## config.mk

```make
export PLATFORM = sky130hd
export DESIGN_NAME = ebp_top
export DESIGN_NICKNAME = d
export VERILOG_FILES = /design/src/hdl/ebp_pkg.sv /design/src/hdl/ebp_cfg_if.sv /design/src/hdl/ebp_position.sv /design/src/hdl/ebp_top.sv
export SDC_FILE = /design/constraint.sdc
export NUM_CORES = 1
export LEC_CHECK = 0
export ABC_AREA = 0
export BUFFER_PORTS_ARGS = -buffer_cell sky130_fd_sc_hd__buf_2
export CELL_PAD_IN_SITES_DETAIL_PLACEMENT = 2
export CELL_PAD_IN_SITES_GLOBAL_PLACEMENT = 2
export CORE_MARGIN = 5
export CORE_UTILIZATION = 42
export CTS_BUF_LIST = sky130_fd_sc_hd__clkbuf_8
export CTS_CLUSTER_SIZE = 24
export DETAILED_ROUTE_END_ITERATION = 8
export GPL_ROUTABILITY_DRIVEN = 0
export GPL_TIMING_DRIVEN = 0
export PLACE_DENSITY = 0.95
export SLEW_MARGIN = 20
export SYNTH_ARGS = -nofsm -noshare
export SYNTH_HDL_FRONTEND = slang
export SYNTH_SLANG_ARGS = --single-unit
```

## constraint.sdc

```tcl
create_clock -name clk_sys_in -period 28.2 [get_ports clk_sys_in]
set_input_delay 5.64 -clock clk_sys_in [delete_from_list [all_inputs] [get_ports clk_sys_in]]
set_output_delay 5.64 -clock clk_sys_in [all_outputs]
set_load 0.005 [all_outputs]
```

## src/hdl/ebp_pkg.sv

```systemverilog
// Package: register map, field layouts, modes and states for the encoder boot/position block.
// Assumes one 250 MHz system clock and a single register write/read port.
package ebp_pkg;
  localparam int          REG_AW              = 3;
  localparam logic [2:0]  ADDR_IFACE_DIR      = 3'h0;
  localparam logic [2:0]  ADDR_PHASE_OFFSET   = 3'h1;
  localparam logic [2:0]  ADDR_PERIODS_REV    = 3'h2;
  localparam logic [2:0]  ADDR_SCANNING       = 3'h4;
  localparam logic [2:0]  ADDR_OUTPUT_OPTIONS = 3'h5;
  localparam int          BIT_SERIAL_CHOICE   = 0;
  localparam int          BIT_COUNT_DIR       = 3;
  localparam int          OS_MSB              = 7;
  localparam int          OS_LSB              = 5;
  localparam int          BIT_ON_AXIS         = 2;
  localparam int          POLE_MSB            = 1;
  localparam int          BIT_PERIOD_INDEX    = 6;
  localparam logic [7:0]  CFG_RESET           = 8'h00;
  localparam logic [6:0]  SLAVE_ADDR          = 7'h61;
  localparam logic [1:0]  POLE_DIFF_1_3       = 2'h0;
  localparam logic [1:0]  POLE_SE_4_5         = 2'h1;
  localparam logic [1:0]  POLE_SE_2_4         = 2'h2;
  localparam logic [1:0]  POLE_SE_1_3         = 2'h3;
  localparam logic [1:0]  RETRY_LIMIT         = 2'h3;
  localparam int          MT_WIDTH            = 40;
  localparam int          MT_LIMITED          = 32;
  localparam int          IDX_WIDTH           = 8;
  localparam int          EE_BYTES            = 6;
  typedef enum logic [1:0] {
    MODE_SERIAL   = 2'h0,
    MODE_CHAIN    = 2'h1,
    MODE_SLAVE    = 2'h3,
    MODE_PARALLEL = 2'h2
  } ebp_mode_t;
  typedef enum logic [2:0] {
    ST_POWERON = 3'h0,
    ST_EEREAD  = 3'h1,
    ST_RUN     = 3'h3,
    ST_ERROR   = 3'h2,
    ST_IDLE    = 3'h6
  } ebp_state_t;
endpackage : ebp_pkg

```

## src/hdl/ebp_cfg_if.sv

```systemverilog
// Interface: configuration fields passed from the top to the position processor.
// Assumes both ends share clk_sys_in.
interface ebp_cfg_if;
  logic [2:0] phase_offset;
  logic       count_dir;
  logic [2:0] position;
  modport ctrl (output phase_offset, output count_dir, input position);
  modport proc (input phase_offset, input count_dir, output position);
endinterface : ebp_cfg_if

```

## src/hdl/ebp_position.sv

```systemverilog
// Position processor: direction correction and phase offset on the 3-bit Hall word.
// Assumes the Hall word is already synchronised to clk_sys_in.
module ebp_position
  import ebp_pkg::*;
(
  input  wire logic       clk_sys_in,
  input  wire logic       reset_n_in,
  input  wire logic [2:0] hall_in,
  ebp_cfg_if.proc         cfg
);
  logic [2:0] dir_pos;
  logic [2:0] pos_reg;
  always_comb begin
    dir_pos = cfg.count_dir ? 3'(3'h0 - hall_in) : hall_in;
  end
  always_ff @(posedge clk_sys_in or negedge reset_n_in) begin
    if (!reset_n_in) begin
      pos_reg <= 3'h0;
    end else begin
      pos_reg <= 3'(dir_pos + cfg.phase_offset);
    end
  end
  assign cfg.position = pos_reg;
endmodule : ebp_position

```

## src/hdl/ebp_top.sv

```systemverilog
// Top: startup sequencer, mode select, configuration registers, period counting.
// Assumes an outside EEPROM reader answers each byte request; pins pass 3-flop sync.
module ebp_top
  import ebp_pkg::*;
(
  input  wire logic                clk_sys_in,
  input  wire logic                reset_n_in,
  input  wire logic                sel_high_in,
  input  wire logic                sel_tied_preset_in,
  input  wire logic                preset_in,
  input  wire logic [2:0]          hall_in,
  input  wire logic                reg_wr_in,
  input  wire logic [REG_AW-1:0]   reg_addr_in,
  input  wire logic [7:0]          reg_wdata_in,
  output logic      [7:0]          reg_rdata_out,
  input  wire logic                status_clear_command_in,
  input  wire logic                battery_error_in,
  output logic                     battery_error_out,
  output logic                     ee_req_out,
  output logic      [REG_AW-1:0]   ee_addr_out,
  input  wire logic                ee_done_in,
  input  wire logic                ee_fail_in,
  input  wire logic [7:0]          ee_data_in,
  input  wire logic                readout_done_in,
  output logic                     error_output_n_out,
  output logic      [1:0]          mode_out,
  output logic                     serial_readout_out,
  output logic                     twowire_readout_out,
  output logic      [6:0]          slave_addr_out,
  output logic                     slave_enable_out,
  output logic                     low_power_idle_out,
  output logic                     scan_differential_out,
  output logic                     scan_on_axis_out,
  output logic      [1:0]          pole_size_select_out,
  output logic      [2:0]          position_out,
  output logic      [2:0]          parallel_p_out,
  output logic      [2:0]          parallel_n_out,
  output logic      [MT_WIDTH-1:0] multiturn_out
);
  logic [2:0] pre_sync_reg;
  logic [2:0] selh_sync_reg;
  logic [2:0] selp_sync_reg;
  logic       pre_level_reg;
  logic       selh_level_reg;
  logic       selp_level_reg;
  logic       pre_rise;
  logic [7:0] iface_dir_reg;
  logic [7:0] phase_offset_reg;
  logic [7:0] periods_per_revolution_reg;
  logic [7:0] scanning_reg;
  logic [7:0] output_options_reg;
  ebp_state_t state_reg;
  ebp_mode_t  mode_reg;
  logic [1:0] fail_count_reg;
  logic [REG_AW-1:0] ee_idx_reg;
  logic       ee_req_reg;
  logic       twowire_pos_reg;
  logic       bat_err_reg;
  logic [2:0] hall_s1_reg;
  logic [2:0] hall_s2_reg;
  logic [2:0] hall_s3_reg;
  logic [2:0] hall_sync_reg;
  logic [2:0] pos_prev_reg;
  logic [IDX_WIDTH-1:0] period_idx_reg;
  logic [MT_WIDTH-1:0]  mt_count_reg;
  logic       step_up;
  logic       step_down;
  logic       started;
  logic       ee_wr;
  logic [REG_AW-1:0] wr_addr;
  logic [7:0] wr_data;

  ebp_cfg_if cfg ();

  // Pin synchronisers: a change counts once stages two and three agree
  always_ff @(posedge clk_sys_in or negedge reset_n_in) begin
    if (!reset_n_in) begin
      pre_sync_reg  <= 3'h0;
      selh_sync_reg <= 3'h0;
      selp_sync_reg <= 3'h0;
      pre_level_reg <= 1'b0;
      selh_level_reg <= 1'b0;
      selp_level_reg <= 1'b0;
    end else begin
      pre_sync_reg  <= {pre_sync_reg[1:0], preset_in};
      selh_sync_reg <= {selh_sync_reg[1:0], sel_high_in};
      selp_sync_reg <= {selp_sync_reg[1:0], sel_tied_preset_in};
      if (pre_sync_reg[1] == pre_sync_reg[2]) begin
        pre_level_reg <= pre_sync_reg[2];
      end
      if (selh_sync_reg[1] == selh_sync_reg[2]) begin
        selh_level_reg <= selh_sync_reg[2];
      end
      if (selp_sync_reg[1] == selp_sync_reg[2]) begin
        selp_level_reg <= selp_sync_reg[2];
      end
    end
  end
  assign pre_rise = (pre_sync_reg[1] == pre_sync_reg[2]) && pre_sync_reg[2] && !pre_level_reg;

  always_ff @(posedge clk_sys_in or negedge reset_n_in) begin
    if (!reset_n_in) begin
      hall_s1_reg   <= 3'h0;
      hall_s2_reg   <= 3'h0;
      hall_s3_reg   <= 3'h0;
      hall_sync_reg <= 3'h0;
    end else begin
      hall_s1_reg <= hall_in;
      hall_s2_reg <= hall_s1_reg;
      hall_s3_reg <= hall_s2_reg;
      if (hall_s2_reg == hall_s3_reg) begin
        hall_sync_reg <= hall_s3_reg;
      end
    end
  end

  // Register writes from the register port or from the EEPROM boot read
  assign ee_wr   = (state_reg == ST_EEREAD) && ee_done_in && !ee_fail_in;
  assign wr_addr = ee_wr ? ee_idx_reg : reg_addr_in;
  assign wr_data = ee_wr ? ee_data_in : reg_wdata_in;

  always_ff @(posedge clk_sys_in or negedge reset_n_in) begin
    if (!reset_n_in) begin
      iface_dir_reg              <= CFG_RESET;
      phase_offset_reg           <= CFG_RESET;
      periods_per_revolution_reg <= CFG_RESET;
      scanning_reg               <= CFG_RESET;
      output_options_reg         <= CFG_RESET;
    end else if (ee_wr || reg_wr_in) begin
      if (wr_addr == ADDR_IFACE_DIR) begin
        iface_dir_reg <= wr_data;
      end else if (wr_addr == ADDR_PHASE_OFFSET) begin
        phase_offset_reg <= wr_data;
      end else if (wr_addr == ADDR_PERIODS_REV) begin
        periods_per_revolution_reg <= wr_data;
      end else if (wr_addr == ADDR_SCANNING) begin
        scanning_reg <= wr_data;
      end else if (wr_addr == ADDR_OUTPUT_OPTIONS) begin
        output_options_reg <= wr_data;
      end
    end
  end

  always_comb begin
    if (reg_addr_in == ADDR_IFACE_DIR) begin
      reg_rdata_out = iface_dir_reg;
    end else if (reg_addr_in == ADDR_PHASE_OFFSET) begin
      reg_rdata_out = phase_offset_reg;
    end else if (reg_addr_in == ADDR_PERIODS_REV) begin
      reg_rdata_out = periods_per_revolution_reg;
    end else if (reg_addr_in == ADDR_SCANNING) begin
      reg_rdata_out = scanning_reg;
    end else if (reg_addr_in == ADDR_OUTPUT_OPTIONS) begin
      reg_rdata_out = output_options_reg;
    end else begin
      reg_rdata_out = 8'h00;
    end
  end

  // Startup sequencer
  always_ff @(posedge clk_sys_in or negedge reset_n_in) begin
    if (!reset_n_in) begin
      state_reg       <= ST_POWERON;
      mode_reg        <= MODE_SERIAL;
      fail_count_reg  <= 2'h0;
      ee_idx_reg      <= '0;
      ee_req_reg      <= 1'b0;
      twowire_pos_reg <= 1'b0;
    end else begin
      ee_req_reg <= 1'b0;
      case (state_reg)
        ST_POWERON: begin
          if (pre_rise) begin
            if (selp_level_reg) begin
              mode_reg        <= MODE_SLAVE;
              twowire_pos_reg <= 1'b1;
              state_reg       <= ST_RUN;
            end else if (selh_level_reg) begin
              mode_reg  <= MODE_PARALLEL;
              state_reg <= ST_RUN;
            end else begin
              mode_reg       <= MODE_SERIAL;
              fail_count_reg <= 2'h0;
              ee_idx_reg     <= '0;
              ee_req_reg     <= 1'b1;
              state_reg      <= ST_EEREAD;
            end
          end
        end
        ST_EEREAD: begin
          if (ee_done_in && ee_fail_in) begin
            if (fail_count_reg == RETRY_LIMIT - 2'h1) begin
              fail_count_reg <= RETRY_LIMIT;
              state_reg      <= ST_ERROR;
            end else begin
              fail_count_reg <= 2'(fail_count_reg + 2'h1);
              ee_idx_reg     <= '0;
              ee_req_reg     <= 1'b1;
            end
          end else if (ee_done_in) begin
            if (ee_idx_reg == REG_AW'(EE_BYTES - 1)) begin
              mode_reg  <= iface_dir_reg[BIT_SERIAL_CHOICE] ? MODE_CHAIN : MODE_SERIAL;
              state_reg <= ST_RUN;
            end else begin
              ee_idx_reg <= REG_AW'(ee_idx_reg + 1'b1);
              ee_req_reg <= 1'b1;
            end
          end
        end
        ST_RUN: begin
          if (mode_reg == MODE_PARALLEL && readout_done_in) begin
            state_reg <= ST_IDLE;
          end
        end
        ST_IDLE: begin
          if (pre_rise) begin
            state_reg <= ST_RUN;
          end
        end
        default: begin
          state_reg <= ST_ERROR;
        end
      endcase
    end
  end

  assign started             = (state_reg == ST_RUN) || (state_reg == ST_IDLE);
  assign ee_req_out          = ee_req_reg;
  assign ee_addr_out         = ee_idx_reg;
  assign error_output_n_out  = !(state_reg == ST_ERROR || bat_err_reg);
  assign mode_out            = mode_reg;
  assign low_power_idle_out  = (state_reg == ST_IDLE);
  assign slave_enable_out    = started && (mode_reg != MODE_PARALLEL) && (mode_reg != MODE_CHAIN);
  assign slave_addr_out      = SLAVE_ADDR;
  assign twowire_readout_out = started && twowire_pos_reg && mode_reg == MODE_SLAVE;
  assign serial_readout_out  = started && !twowire_pos_reg
                               && (mode_reg == MODE_SERIAL || mode_reg == MODE_CHAIN);

  // Battery error flag; a new error wins over a clear in the same cycle
  always_ff @(posedge clk_sys_in or negedge reset_n_in) begin
    if (!reset_n_in) begin
      bat_err_reg <= 1'b0;
    end else if (battery_error_in) begin
      bat_err_reg <= 1'b1;
    end else if (status_clear_command_in) begin
      bat_err_reg <= 1'b0;
    end
  end
  assign battery_error_out = bat_err_reg;

  // Scanning selection
  assign pole_size_select_out  = scanning_reg[POLE_MSB:0];
  assign scan_on_axis_out      = scanning_reg[BIT_ON_AXIS];
  assign scan_differential_out = scanning_reg[BIT_ON_AXIS]
                                 ? (scanning_reg[POLE_MSB:0] == POLE_SE_4_5)
                                 : (scanning_reg[POLE_MSB:0] == POLE_DIFF_1_3);

  // Position processing
  assign cfg.phase_offset = phase_offset_reg[OS_MSB:OS_LSB];
  assign cfg.count_dir    = iface_dir_reg[BIT_COUNT_DIR];

  ebp_position u_position (
    .clk_sys_in (clk_sys_in),
    .reset_n_in (reset_n_in),
    .hall_in    (hall_sync_reg),
    .cfg        (cfg)
  );

  // Period and multiturn counting: wrap of the 3-bit word steps the period index
  assign step_up   = started && pos_prev_reg == 3'h7 && cfg.position == 3'h0;
  assign step_down = started && pos_prev_reg == 3'h0 && cfg.position == 3'h7;

  always_ff @(posedge clk_sys_in or negedge reset_n_in) begin
    if (!reset_n_in) begin
      pos_prev_reg   <= 3'h0;
      period_idx_reg <= '0;
      mt_count_reg   <= '0;
    end else begin
      pos_prev_reg <= cfg.position;
      if (step_up) begin
        if (period_idx_reg == periods_per_revolution_reg) begin
          period_idx_reg <= '0;
          mt_count_reg   <= MT_WIDTH'(mt_count_reg + 1'b1);
        end else begin
          period_idx_reg <= IDX_WIDTH'(period_idx_reg + 1'b1);
        end
      end else if (step_down) begin
        if (period_idx_reg == '0) begin
          period_idx_reg <= periods_per_revolution_reg;
          mt_count_reg   <= MT_WIDTH'(mt_count_reg - 1'b1);
        end else begin
          period_idx_reg <= IDX_WIDTH'(period_idx_reg - 1'b1);
        end
      end
    end
  end

  always_ff @(posedge clk_sys_in or negedge reset_n_in) begin
    if (!reset_n_in) begin
      multiturn_out  <= '0;
      position_out   <= 3'h0;
      parallel_p_out <= 3'h0;
      parallel_n_out <= 3'h7;
    end else begin
      if (output_options_reg[BIT_PERIOD_INDEX] && periods_per_revolution_reg != 8'h00) begin
        multiturn_out <= {mt_count_reg[MT_LIMITED-1:0], period_idx_reg};
      end else begin
        multiturn_out <= mt_count_reg;
      end
      // Sector within the revolution: (index*8+pos) over periods, no wide product
      position_out   <= 3'({period_idx_reg, cfg.position}
                        / ({3'h0, periods_per_revolution_reg} + 11'h001));
      parallel_p_out <= cfg.position;
      parallel_n_out <= ~cfg.position;
    end
  end
endmodule : ebp_top

```

==> results.cfg <==
[outcome]
status = complete, no violations

[cells_and_area]
area_growth_pct = 11.9
multi_input_area_um2 = 7740
final_cells = 1906
antenna_cells = 0
drive_gt1_frac = 0.162
nets = 1652
nFillCells = 3151
regArea_um2 = 4430
finalCoreUtilization = 0.476

[global_route]
antenna_found_initial = 2
grt_pass1_vias = 14600
grt_pass1_wl_mm = 92.4
grt.overflow.total = 0
grt_usage = 0.357
grt_max_degree = 94

[sta]
hold_viol_final = 0
finalCritPeriodShare = 0.879
slew_headroom = 0.255
period_needed_ns = 24.78
whs_ns = 0.367
finalSetupViolCount = 0
rsz0062_at_grt = no
fmax_mhz = 40.4
fin_setup_tns_ns = 0
drv_slew = 0
finalClockSkew_ns = 0.0179
worst_pin_slew_ns = 1.11

[clocking]
clkSinkCount = 177
post_cts_buffers = 0
cts_buffers = 17
cts-root-buf = clkbuf_8
clkTransAtPathRegs_ns = 0.12
cts_resized = 0
h-tree-depth = 4
cts_buffer_depth = 2
clk_latency_ns = 0.53
cts_tree = built
postCtsHoldBufs = 0

[logic_synthesis]
syn_avg_cell_area_um2 = 9.15
seq_area_frac_synth = 0.353
async_reset_ff_frac = 1.00
ys_top_cells_by_area = dfrtp_1 35%, ha_1 11%, mux2_2 5.3%
synth_common_cells = 174 x dfrtp_1, 140 x nand2_1, 125 x o21ai_0
synth_cell_types = 80
synthCells = 1373
yosysMostFrequentCell = dfrtp_1
synth_flop_cell = dfrtp_1
synthesis.area_um2 = 12600
synth_edf_count = 0
yosysTopAreaCell = dfrtp_1
yosys_warnings = 0
synth_top_area_share = 0.347
ys_ff_latch = 177

[detailed_routing]
drc = 0
drt_wl_total_mm = 60.6
drt_pass1_iterations = 5
ant_nets = 0
vias_per_cell = 6.64
vias = 12600
drtIter0Drc = 1001
avgRoutedWirePerCell_um = 31.8

[setup_path]
crit_type = register to register
critPathMaxFanout = 12
critical-path-max-stage-delay_ns = 0.85
cp_slowest_cell = a2111oi_1
cp.required_ns = 28.62
worstPathArrival_ns = 25.20
cpLargestDelayFamily = compound AO/OA/AOI/OAI gates
critPathCaptureType = register
startpoint_type = register
cp_common_cell = o21ai_0
critPathBufInv = 5

[floorplan]
dieArea_um2 = 33500
core.rowCount = 63
start_util = 0.425
fp.dieH_um = 183
die_w_um = 183
core-area_um2 = 29600
boundaryPins = 113

[job]
cap_violations = 0

[placed_design]
place_hpwl_mm = 39.0
port_buffers = 104
dpl.cell_count = 1874

[hold_path]
hp-class = register to register
## metrics by stage
step,setup WS (ns),cell area (um2)
3_5_place_dp,5.43,13700
2_1_floorplan,10.32,12600
5_1_grt,2.67,14100
6_report,3.42,14100
3_3_place_gp,6.67,13600
4_1_cts,3.85,14000
## final cells by class
type	instances	share of cell area
multi-input cells	1100	0.551
well taps	390	0.0347
clock inverters	15	0.0115
clock buffers	17	0.0166
flip-flops and latches	177	0.315
plain buffers	65	0.0207
repair buffers	106	0.0405
inverters	36	0.00961
## metal layers
metal	global-route usage	vias up	wire, um
met4	0.217	4	4110
met5	0	-	32
met1	0.398	6515	22600
met3	0.0526	283	2770
li1	-	5239	-
met2	0.641	606	31100
## layout by cell type, fill, tap and decap left out, drive strengths merged, types with 25 or more instances in the layout
cell type	n
a21oi	81
buf	126
mux2	66
xnor2	52
xor2	34
dfrtp	174
o21a	25
inv	46
o21ai	138
a21o	30
nor3	32
nor2	101
ha	114
clkbuf	62
nand2	140
## worst paths after layout
| kind | cells after the start | slack [ns] | end | from |
|---|---|---|---|---|
| setup / recovery | 87 | 3.42 | position_out[0] | periods_per_revolution_reg[0] |
| hold / removal | 0 | 0.37 | hall_s2_reg[1] | hall_s1_reg[1] |
| setup reg to reg | 87 | 3.42 | position_out[0] | periods_per_revolution_reg[0] |
| hold reg to reg | 0 | 0.37 | hall_s2_reg[1] | hall_s1_reg[1] |
| max in group asynchronous | 2 | 22.16 | hall_s2_reg[0] | reset_n_in |
| min in group asynchronous | 1 | 5.14 | multiturn_out[25] | reset_n_in |
## kinds of logic (layout without fill, tap and decap cells)
family | Yosys count | after routing | synth area share
fa+ha+maj | 118 | 118 | 0.118
buf+inv | 101 | 239 | 0.0337
mux | 88 | 88 | 0.0788
flops | 177 | 177 | 0.353
xor+xnor | 86 | 86 | 0.0600
other cells | 2 | 7 | 0.000598
compound gates | 401 | 401 | 0.204
simple gates | 400 | 400 | 0.152
Power is left out: the tool's default activity adds up to more than one toggle a clock period on the data nets, which glitch-free logic cannot reach.
